<file path="config.mk">
export PLATFORM = sky130hd
export DESIGN_NAME = gssb_top
export DESIGN_NICKNAME = d
export VERILOG_FILES = /design/src/include/gssb_pkg.sv /design/src/include/gssb_state_if.sv /design/src/design/gssb_top.sv /design/src/design/gssb_render.sv
export SDC_FILE = /design/constraint.sdc
export NUM_CORES = 1
export LEC_CHECK = 0
export BUFFER_PORTS_ARGS = -buffer_cell sky130_fd_sc_hd__buf_2
export CAP_MARGIN = 20
export CORE_UTILIZATION = 25
export DETAILED_ROUTE_END_ITERATION = 10
export RECOVER_POWER = 100
export SLEW_MARGIN = 15
export SYNTH_ARGS = -nofsm -noshare
export SYNTH_HDL_FRONTEND = slang
export SYNTH_HIERARCHICAL = 1
export SYNTH_SLANG_ARGS = --single-unit
</file>
<file path="constraint.sdc">
create_clock -name clock -period 1.8 [get_ports clock]
set_input_delay 0.18 -clock clock [delete_from_list [all_inputs] [get_ports clock]]
set_output_delay 0.18 -clock clock [all_outputs]
set_load 0.01 [all_outputs]
</file>
<file path="src/include/gssb_pkg.sv">
// Package of constants, types and column layout for the status string builder.
// Functional notes
// - Column one reports C or P mode.
// - Columns three-four hold address 00 to 30.
// - Columns six-seven show G1 after role change.
// - Reading the first string character clears the change flag.
// - Column nine shows T, L or I.
// - Columns eleven-twelve show S1 or S0.
// - Controller mode service request mirrors SRQ line; the code clears it on a serial poll while the line stays asserted.
// - Peripheral request holds until serial poll or controller mode clears.
// - Reader buffer holds 75 bytes.
// - Controller serial poll may clear reported request.
package gssb_pkg;
	localparam int         STR_LEN      = 75;
	localparam int         FIELD_LEN    = 12;
	localparam int         COL_MODE     = 1;
	localparam int         COL_ADDR     = 3;
	localparam int         COL_CHG      = 6;
	localparam int         COL_ROLE     = 9;
	localparam int         COL_SRQ      = 11;
	localparam logic [4:0] ADDR_MAX     = 5'h1e;
	localparam logic [4:0] ADDR_RESET   = 5'h00;
	localparam logic [7:0] CH_SPACE     = 8'h20;
	localparam logic [7:0] CH_NUL       = 8'h00;
	localparam logic [7:0] CH_ZERO      = 8'h30;
	localparam logic [7:0] CH_ONE       = 8'h31;
	localparam logic [7:0] CH_C         = 8'h43;
	localparam logic [7:0] CH_P         = 8'h50;
	localparam logic [7:0] CH_G         = 8'h47;
	localparam logic [7:0] CH_T         = 8'h54;
	localparam logic [7:0] CH_L         = 8'h4c;
	localparam logic [7:0] CH_I         = 8'h49;
	localparam logic [7:0] CH_S         = 8'h53;
	localparam logic [7:0] REG_CTRL     = 8'h00;
	localparam logic [7:0] REG_STATE    = 8'h01;
	localparam logic [7:0] REG_STR_BASE = 8'h40;
	localparam int         CTRL_CTL_BIT = 0;
	localparam int         CTRL_REQ_BIT = 1;
	localparam int         CTRL_ADR_LSB = 8;
	typedef enum logic [1:0] {ROLE_IDLE, ROLE_TALK, ROLE_LISTEN} gssb_role_e;
endpackage

</file>
<file path="src/include/gssb_state_if.sv">
// Interface carrying the board state from the core to the string renderer.
`timescale 1ns/10ps
interface gssb_state_if;
	logic                   controller;
	logic [4:0]             address;
	logic                   changed;
	gssb_pkg::gssb_role_e   role;
	logic                   srq_state;
	modport core   (output controller, output address, output changed, output role,
		output srq_state);
	modport render (input controller, input address, input changed, input role,
		input srq_state);
endinterface

</file>
<file path="src/design/gssb_top.sv">
// Status string builder core: board state, register port and string readout.
`timescale 1ns/10ps
module gssb_top #(
	parameter int STR_LEN = gssb_pkg::STR_LEN
) (
	input  wire logic        clock,
	input  wire logic        reset_n,
	input  wire logic [7:0]  address,
	input  wire logic [31:0] write_data,
	input  wire logic        write_strobe,
	input  wire logic        read_strobe,
	output logic      [31:0] read_data,
	input  wire logic        talk_addressed,
	input  wire logic        listen_addressed,
	input  wire logic        srq_line,
	input  wire logic        serial_poll_done,
	output logic             srq_drive
);
	////////////////////////////////////////////////////////////////////////////////
	logic       sync_talk_a, sync_talk;
	logic       sync_listen_a, sync_listen;
	logic       sync_srq_a, sync_srq;
	logic       sync_poll_a, sync_poll, poll_prev;
	logic       controller;
	logic [4:0] bus_address;
	logic       changed;
	logic       peripheral_request;
	logic       ctl_srq_pending;
	logic       ctl_srq_prev;
	gssb_pkg::gssb_role_e role;
	gssb_pkg::gssb_role_e next_role;
	logic       poll_pulse;
	logic       srq_rise;
	logic       wr_ctrl;
	logic       rd_str;
	logic       rd_str_first;
	logic [6:0] str_index;
	logic [7:0] str_char;
	logic [31:0] next_read_data;
	logic       role_change;
	logic       next_controller;
	logic [4:0] next_address;
	gssb_state_if st_if ();

	// Pins from the bus pass two flip-flops before use.
	always_ff @(posedge clock) begin
		if (!reset_n) begin
			{sync_talk_a, sync_talk, sync_listen_a, sync_listen} <= 4'h0;
			{sync_srq_a, sync_srq, sync_poll_a, sync_poll, poll_prev} <= 5'h00;
		end else begin
			sync_talk_a   <= talk_addressed;
			sync_talk     <= sync_talk_a;
			sync_listen_a <= listen_addressed;
			sync_listen   <= sync_listen_a;
			sync_srq_a    <= srq_line;
			sync_srq      <= sync_srq_a;
			sync_poll_a   <= serial_poll_done;
			sync_poll     <= sync_poll_a;
			poll_prev     <= sync_poll;
		end
	end

	////////////////////////////////////////////////////////////////////////////////
	assign poll_pulse = sync_poll && !poll_prev;
	assign srq_rise   = sync_srq && !ctl_srq_prev;
	assign wr_ctrl    = write_strobe && (address == gssb_pkg::REG_CTRL);
	assign rd_str     = read_strobe && (address >= gssb_pkg::REG_STR_BASE) &&
		(address < 8'(gssb_pkg::REG_STR_BASE + 8'(STR_LEN)));
	assign str_index  = 7'(address - gssb_pkg::REG_STR_BASE);
	// Reading the first character is taken as the start of a report.
	assign rd_str_first = rd_str && (address == gssb_pkg::REG_STR_BASE);
	assign next_role  = sync_talk ? gssb_pkg::ROLE_TALK :
		sync_listen ? gssb_pkg::ROLE_LISTEN : gssb_pkg::ROLE_IDLE;
	assign next_controller = wr_ctrl ? write_data[gssb_pkg::CTRL_CTL_BIT] : controller;
	// Addresses above the top of the range are held at the limit.
	assign next_address = (write_data[gssb_pkg::CTRL_ADR_LSB +: 5] > gssb_pkg::ADDR_MAX) ?
		gssb_pkg::ADDR_MAX : write_data[gssb_pkg::CTRL_ADR_LSB +: 5];
	assign role_change = (next_role != role) || (next_controller != controller);
	assign srq_drive   = !controller && peripheral_request;

	always_ff @(posedge clock) begin
		if (!reset_n) begin
			controller  <= 1'b0;
			bus_address <= gssb_pkg::ADDR_RESET;
			role        <= gssb_pkg::ROLE_IDLE;
		end else begin
			controller <= next_controller;
			role       <= next_role;
			if (wr_ctrl) begin
				bus_address <= next_address;
			end
		end
	end

	// A change seen in the same cycle as the clearing read wins.
	always_ff @(posedge clock) begin
		if (!reset_n) begin
			changed <= 1'b0;
		end else if (role_change) begin
			changed <= 1'b1;
		end else if (rd_str_first) begin
			changed <= 1'b0;
		end
	end

	// The host request holds the line until a controller polls the board or the board itself becomes controller.
	always_ff @(posedge clock) begin
		if (!reset_n) begin
			peripheral_request <= 1'b0;
		end else if (wr_ctrl && write_data[gssb_pkg::CTRL_REQ_BIT]) begin
			peripheral_request <= 1'b1;
		end else if (poll_pulse || controller) begin
			peripheral_request <= 1'b0;
		end
	end

	// A poll clears the pending flag even while the line stays asserted; only a new
	// rising edge sets it again, so a second requester can go unreported.
	always_ff @(posedge clock) begin
		if (!reset_n) begin
			ctl_srq_pending <= 1'b0;
			ctl_srq_prev    <= 1'b0;
		end else begin
			ctl_srq_prev <= sync_srq;
			if (srq_rise) begin
				ctl_srq_pending <= 1'b1;
			end else if (poll_pulse) begin
				ctl_srq_pending <= 1'b0;
			end else if (!sync_srq) begin
				ctl_srq_pending <= 1'b0;
			end
		end
	end

	////////////////////////////////////////////////////////////////////////////////
	assign st_if.controller = controller;
	assign st_if.address    = bus_address;
	assign st_if.changed    = changed;
	assign st_if.role       = role;
	assign st_if.srq_state  = controller ? ctl_srq_pending : peripheral_request;

	gssb_render u_render (
		.st       (st_if.render),
		.index    (str_index),
		.char_out (str_char)
	);

	// The string window spans the full reader length, padded with NUL.
	always_comb begin
		next_read_data = 32'h0000_0000;
		if (read_strobe) begin
			if (address == gssb_pkg::REG_CTRL) begin
				next_read_data = {19'h00000, bus_address, 6'h00, peripheral_request, controller};
			end else if (address == gssb_pkg::REG_STATE) begin
				next_read_data = {24'h000000, sync_srq, st_if.srq_state, changed, 3'h0,
					role};
			end else if (rd_str) begin
				next_read_data = {24'h000000, str_char};
			end
		end
	end

	always_ff @(posedge clock) begin
		if (!reset_n) begin
			read_data <= 32'h0000_0000;
		end else begin
			read_data <= next_read_data;
		end
	end
endmodule

</file>
<file path="src/design/gssb_render.sv">
// Renders one character of the fixed-column status string.
`timescale 1ns/10ps
module gssb_render (
	gssb_state_if.render st,
	input  wire logic [6:0] index,
	output logic      [7:0] char_out
);
	logic [3:0] tens;
	logic [3:0] units;
	logic [7:0] role_ch;
	assign tens    = (st.address >= 5'd30) ? 4'h3 : (st.address >= 5'd20) ? 4'h2 :
		(st.address >= 5'd10) ? 4'h1 : 4'h0;
	// The product is formed at five bits so that thirty does not wrap.
	assign units   = 4'(st.address - (5'(tens) * 5'd10));
	assign role_ch = (st.role == gssb_pkg::ROLE_TALK) ? gssb_pkg::CH_T :
		(st.role == gssb_pkg::ROLE_LISTEN) ? gssb_pkg::CH_L : gssb_pkg::CH_I;
	always_comb begin
		char_out = gssb_pkg::CH_SPACE;
		if (index >= 7'(gssb_pkg::FIELD_LEN)) begin
			char_out = gssb_pkg::CH_NUL;
		end else if (index == 7'(gssb_pkg::COL_MODE - 1)) begin
			char_out = st.controller ? gssb_pkg::CH_C : gssb_pkg::CH_P;
		end else if (index == 7'(gssb_pkg::COL_ADDR - 1)) begin
			char_out = gssb_pkg::CH_ZERO + {4'h0, tens};
		end else if (index == 7'(gssb_pkg::COL_ADDR)) begin
			char_out = gssb_pkg::CH_ZERO + {4'h0, units};
		end else if (index == 7'(gssb_pkg::COL_CHG - 1)) begin
			char_out = gssb_pkg::CH_G;
		end else if (index == 7'(gssb_pkg::COL_CHG)) begin
			char_out = st.changed ? gssb_pkg::CH_ONE : gssb_pkg::CH_ZERO;
		end else if (index == 7'(gssb_pkg::COL_ROLE - 1)) begin
			char_out = role_ch;
		end else if (index == 7'(gssb_pkg::COL_SRQ - 1)) begin
			char_out = gssb_pkg::CH_S;
		end else if (index == 7'(gssb_pkg::COL_SRQ)) begin
			char_out = st.srq_state ? gssb_pkg::CH_ONE : gssb_pkg::CH_ZERO;
		end
	end
endmodule

</file>
Word level (Yosys, flattened, before mapping)
Cells that the tools add are included.
Storage, ports and cells
  register bits after elaboration: 53
  bits of input ports: 48
  word-level logic and storage cells: 102
  output and inout port bits: 33
Cells by class
  multiplexer cells: 32
  add/sub/neg operators: 4
  reduce and logical (&&, ||, !) cells: 21
  multipliers: 1
  eq/ne operators: 14
  bitwise gates (word level): 3
  $lt $le $gt $ge: 7
Operator list (number)
  $mux 8: 12
  $eq 7x4->1 const B: 3
  $add 6x4->7 const A: 2
  $eq 7x2->1 const B: 2
  $eq 7x3->1 const B: 2
  $mux 13: 1
  $mux 1: 12
  $ge 5x5->1 const B: 2
  $mux 5: 2
  $eq 8x1->1 const B: 1
  $eq 8x7->1 const B: 1
  $ge 8x7->1 const B: 1
  $logic_and 1x1->1: 8
  $logic_not 8->1: 1
  $lt 8x8->1 const B: 1
  $mux 4: 2
  $ge 7x4->1 const B: 1
  $logic_not 7->1: 1
  $sub 7x7->7 const B: 1
  $reduce_or 6->1: 1
  $ge 5x4->1 const B: 1
  $gt 5x5->1 const B: 1
  $mul 4x3->3 const B: 1
  $mux 2: 2
  14 further kinds: 20

Logic depth before layout (Yosys ltp)
  depth in word-level cells: 14
  mapped depth: 10

By module
The synthesis kept the hierarchy.
By module, submodules not included
  gssb_top: instances 1, area each 1431.4 µm², cells an instance 145
  gssb_render: instances 1, area each 460.4 µm², cells an instance 66

Worst setup path after synthesis
OpenSTA, ideal clock, no wires.
  kind: register to register
  start: register bus_address[2]
  end: register read_data[3]
  stages on the path, launching flop included: 11
  data required time: 1.741 ns
  data arrival time: 1.779 ns
  setup time: 0.059 ns
  path slack: -0.038 ns
  path through: dfxtp_1 nor2_1 o211ai_1 o21a_1 ha_1 inv_1 ha_1 nor3_1 o211ai_1 a2111oi_2 and2_1
Between the ends
  cells in the longest elaborated chain, start to end: 10
RTL lines
  start: declaration: RTL line gssb_top.sv:25  | logic [4:0] bus_address;
  start signal: assignment: RTL line gssb_top.sv:84  | bus_address <= gssb_pkg::ADDR_RESET;
  start signal: assignment: RTL line gssb_top.sv:90  | bus_address <= next_address;
  $ge 5x4->1: RTL line gssb_render.sv:12  | (st.address >= 5'd10) ? 4'h1 : 4'h0;
  $mux 1: RTL line gssb_render.sv:12
  $mux 4 (2 in a row): RTL line gssb_render.sv:11  | assign tens = (st.address >= 5'd30) ? 4'h3 : (st.address >= 5'd20) ? 4'h2 :
  $mul 4x3->3: RTL line gssb_render.sv:14  | assign units = 4'(st.address - (5'(tens) * 5'd10));
  $sub 4x4->4: RTL line gssb_render.sv:14
  $add 6x4->7: RTL line gssb_render.sv:26  | char_out = gssb_pkg::CH_ZERO + {4'h0, units};
  $mux 8: RTL line gssb_render.sv:25  | end else if (index == 7'(gssb_pkg::COL_ADDR)) begin
  $mux 8 (*): RTL line gssb_render.sv:23  | end else if (index == 7'(gssb_pkg::COL_ADDR - 1)) begin
  $mux 8 (*): RTL line gssb_render.sv:21  | end else if (index == 7'(gssb_pkg::COL_MODE - 1)) begin
  end signal: assignment: RTL line gssb_top.sv:167  | read_data <= next_read_data;
  end: declaration: RTL line gssb_top.sv:12  | output logic [31:0] read_data,
Mark *: on every way between the ends. The rest lies on a longest branch, timed or not.
A chain may end at the register's enable or synchronous reset.

Final worst setup path
Same ends and word-level chain as after synthesis.

==> results.md <==
- # diodes: 0
- Area leader, netlist: dfxtp_1
- Flops & latches, synth: 34
- Die Area: 7920 um^2
- Pint: 0.00110 W
- All-Layer GR Usage: 10.9%
- Clock H-tree levels: 2
- First-pass GRT wire length: 6550 um
- Placed Area: 2170 um^2
- Critical path startpoint: bus_address[2]
- Register share of total power: 51.4%
- IO buf count: 36
- Total of max-cap violations: 0
- Row cnt: 31
- Mapped cell area: 1890 um^2
- Dpl hpwl: 3000 um
- RSZ-0062 raised after global routing: yes
- Final #Nets: 311
- Fin. max-slew vios: 0
- P&R area growth vs syn: 19.4%
- R2r worst-path depth: 10
- Worst EP arrival: 2.08 ns
- Clock network power share: 37.7%
- Initial antenna violation count: 0
- Drt pass-1 iters: 4
- Worst Setup Start Kind: register
- Final Setup Violations: 1
- Top cells by area, synth: dfxtp_1 (36%), buf_4 (8.3%), and2_1 (6.6%)
- Seq/Total Area, Yosys: 36.0%
- Vias in the first global route: 1438
- Per-cell routed wire length: 10.9 um
- Die Y: 89.0 um
- Clk pin slew, worst setup/hold paths: 0.08 ns
- Crit path to: read_data[3]
- Clock skew: 0.00989 ns
- Design area: 2260 um^2
- Crit Path Class: reg2reg
- Netlist cell types: 51
- Initial core utilization: 25.9%
- Hold Fails Final Rpt: 0
- R2r setup slk: -0.04 ns
- Critical Path End Type: register
- Gate power share: 10.8%
- Routed WL: 3930 um
- Die width: 89.0 um
- PwrDens: 663 nW/um^2
- Hold Crit Class: in2reg
- Clk_lat worst skew: 0.29 ns
- IO Count: 81
- Rel. slew slack: 52.4%
- Largest net degree at the start of global routing: 23
- Failing checks: setup timing
- ANT nets after route: 0
- Num CTS Buffers: 5
- Switching Share: 26.7%
- TritonCTS clock tree: built
- # clock sinks: 34
- Reg2Reg Launch Point: bus_address[2]
- Synth warnings: 6
- Net Switching: 0.000401 W
- Period utilization: 102%
- CTS Buffer Depth: 2
- Post-synthesis area per instance: 8.97 um^2
- Post-CTS setup buffers: 0
- Min Tclk post-route: 1.84 ns
- Hold slack final: 0.0888 ns
- VDD IR max: 241 uV
- Worst Tran Pin Value: 0.714 ns
- Cts hold-fix bufs: 0
- Max frequency: 544 MHz
- Post-synth EDFFs: 0
- Capturing point of the worst reg2reg path: read_data[3]
- GR Overflow Total: 0
- Vias per cell: 4.27
- Power, Total: 0.00150 W
- Layout cell share with drive strength beyond 1: 24.1%
- Status: complete, but fails checks
- Routed via count: 1536
- Final GP Congestion: 0.854
- Post-synth ARST share: 0%
- Initial detailed-routing violation count: 90
- Data required, critical path: 2.04 ns
- P_leak: 0.960 nW
- Most used DFF post-synth: dfxtp_1
- DRC viols: 0
- Syn Inst Count: 211
- Clock root buffer: clkbuf_8
- Synth top area share: 36.0%
- Setup WS post-layout: -0.0388 ns
- Crit Path Max Fanout: 5
- Core area: 7290 um^2
- FILL cells: 806
cell usage after synthesis (2+ instances only):
| library cell | n |
|---|---|
| dfxtp_1 | 34 |
| buf_4 | 21 |
| and2_1 | 20 |
| nand2_1 | 17 |
| nor2b_1 | 11 |
| a21oi_1 | 9 |
| o21ai_0 | 8 |
| mux2i_1 | 7 |
| nor2_1 | 7 |
| inv_1 | 6 |
| a21o_1 | 5 |
| o21a_1 | 5 |
| nand3_1 | 4 |
| nor3_1 | 4 |
| a31oi_1 | 3 |
| buf_6 | 3 |
| ha_1 | 3 |
| o211ai_1 | 3 |
| a21boi_0 | 2 |
| and3b_1 | 2 |
| clkbuf_1 | 2 |
| conb_1 | 2 |
| nand2b_1 | 2 |
| nand4_1 | 2 |
| nor3_2 | 2 |
| o2bb2ai_1 | 2 |
cells by family (layout without fill, tap and decap cells):
group | count (synthesis) | after routing | synth area share (%)
fa+ha+maj | 3 | 3 | 1.98
mux | 7 | 7 | 3.70
other cells | 2 | 20 | 0.397
xor+xnor | 2 | 2 | 0.926
simple gates | 82 | 82 | 26.7
flops | 34 | 34 | 36.0
compound gates | 48 | 48 | 17.9
buf+inv | 33 | 65 | 12.4
stage by stage:
step / setup WS (ns) / util, % / cells / TNS, ns
after floorplan: 0.00527 / - / 229 / 0
after global placement: -0.0744 / 29.7 / 352 / -0.0744
after detailed placement: -0.102 / 29.7 / 352 / -0.102
after CTS: -0.0616 / 31.1 / 360 / -0.0616
after global routing: -0.243 / 31.0 / 360 / -0.345
final: -0.0388 / 31.0 / 360 / -0.0388
critical path, cell delays in order, from the launching register on:
cell,delay (ns)
dfxtp_4,0.38
nor2_2,0.05
o211ai_1,0.15
o21a_1,0.15
ha_1,0.13
inv_1,0.04
ha_2,0.17
nor3_2,0.17
o211ai_1,0.11
a2111oi_2,0.30
and2_1,0.16
power groups by stage:
stage	registers, W	logic (W)	clock network (W)
after floorplan	0.000789	0.000145	0
after global placement	0.000790	0.000161	0
after detailed placement	0.000790	0.000162	0
after CTS	0.000771	0.000162	0.000586
after global routing	0.000773	0.000185	0.000632
final	0.000771	0.000162	0.000566
cells in the final DEF (no fill, tap or decap), types with 2 or more instances in the layout:
master and n:
a21boi_0 2, a21o_1 5, a21oi_1 8, a31oi_1 3, and2_0 6, and2_1 15, and3b_1 2, buf_2 22
buf_4 15, clkbuf_1 14, clkbuf_8 5, conb_1 20, dfxtp_1 32, ha_1 2, inv_1 6, mux2i_1 7
nand2_1 17, nand2b_1 2, nand3_1 4, nand4_1 2, nor2_1 6, nor2_2 2, nor2b_1 11, nor3_1 3
nor3_2 3, o211ai_1 3, o21a_1 5, o21ai_0 8, o2bb2ai_1 2
registers in the layout, summed over array words and instances, names as in the netlist:
name / cells
bus_address: 5
changed: 1
controller: 1
ctl_srq_pending: 1
ctl_srq_prev: 1
peripheral_request: 1
poll_prev: 1
read_data: 13
role: 2
sync_listen: 1
sync_listen_a: 1
sync_poll: 1
sync_poll_a: 1
sync_srq: 1
sync_srq_a: 1
sync_talk: 1
sync_talk_a: 1
final cells by class:
type	count	area [um^2]	area share [%]
clock inverters	3	21.3	0.941
repair buffers	51	275	12.2
multi-input cells	162	1060	47.0
flip-flops and latches	34	686	30.3
clock buffers	5	68.8	3.05
inverters	6	22.5	0.997
well taps	99	124	5.48
metal layers:
metal  vias to the layer above  wire (um)  GRT usage [%]  share of wire (%)
met5                         -          0              0                  0
met2                        33       1970           18.3                 50
met3                         8        219           3.42                5.6
met4                         0         95           5.77                2.4
li1                        789          -              -                  -
met1                       706       1640           12.5                 42
how the worst min path moves through the flow:
stage,start,endpoint,slack [ns],cells after the start
after detailed placement,srq_line,sync_srq_a,0.39,2
after CTS,srq_line,sync_srq_a,0.08,2
after global placement,talk_addressed,sync_talk_a,0.39,2
after global routing,srq_line,sync_srq_a,0.08,2
final,srq_line,sync_srq_a,0.09,2
after floorplan,listen_addressed,sync_listen_a,0.31,1
timing repair:
action                     4_1_cts  5_1_grt
pin swaps                        1        1
hold endpoints to repair         0        0
setup endpoints to repair        2        3
resized for setup                4        2
(Power assumes the default switching activity.)
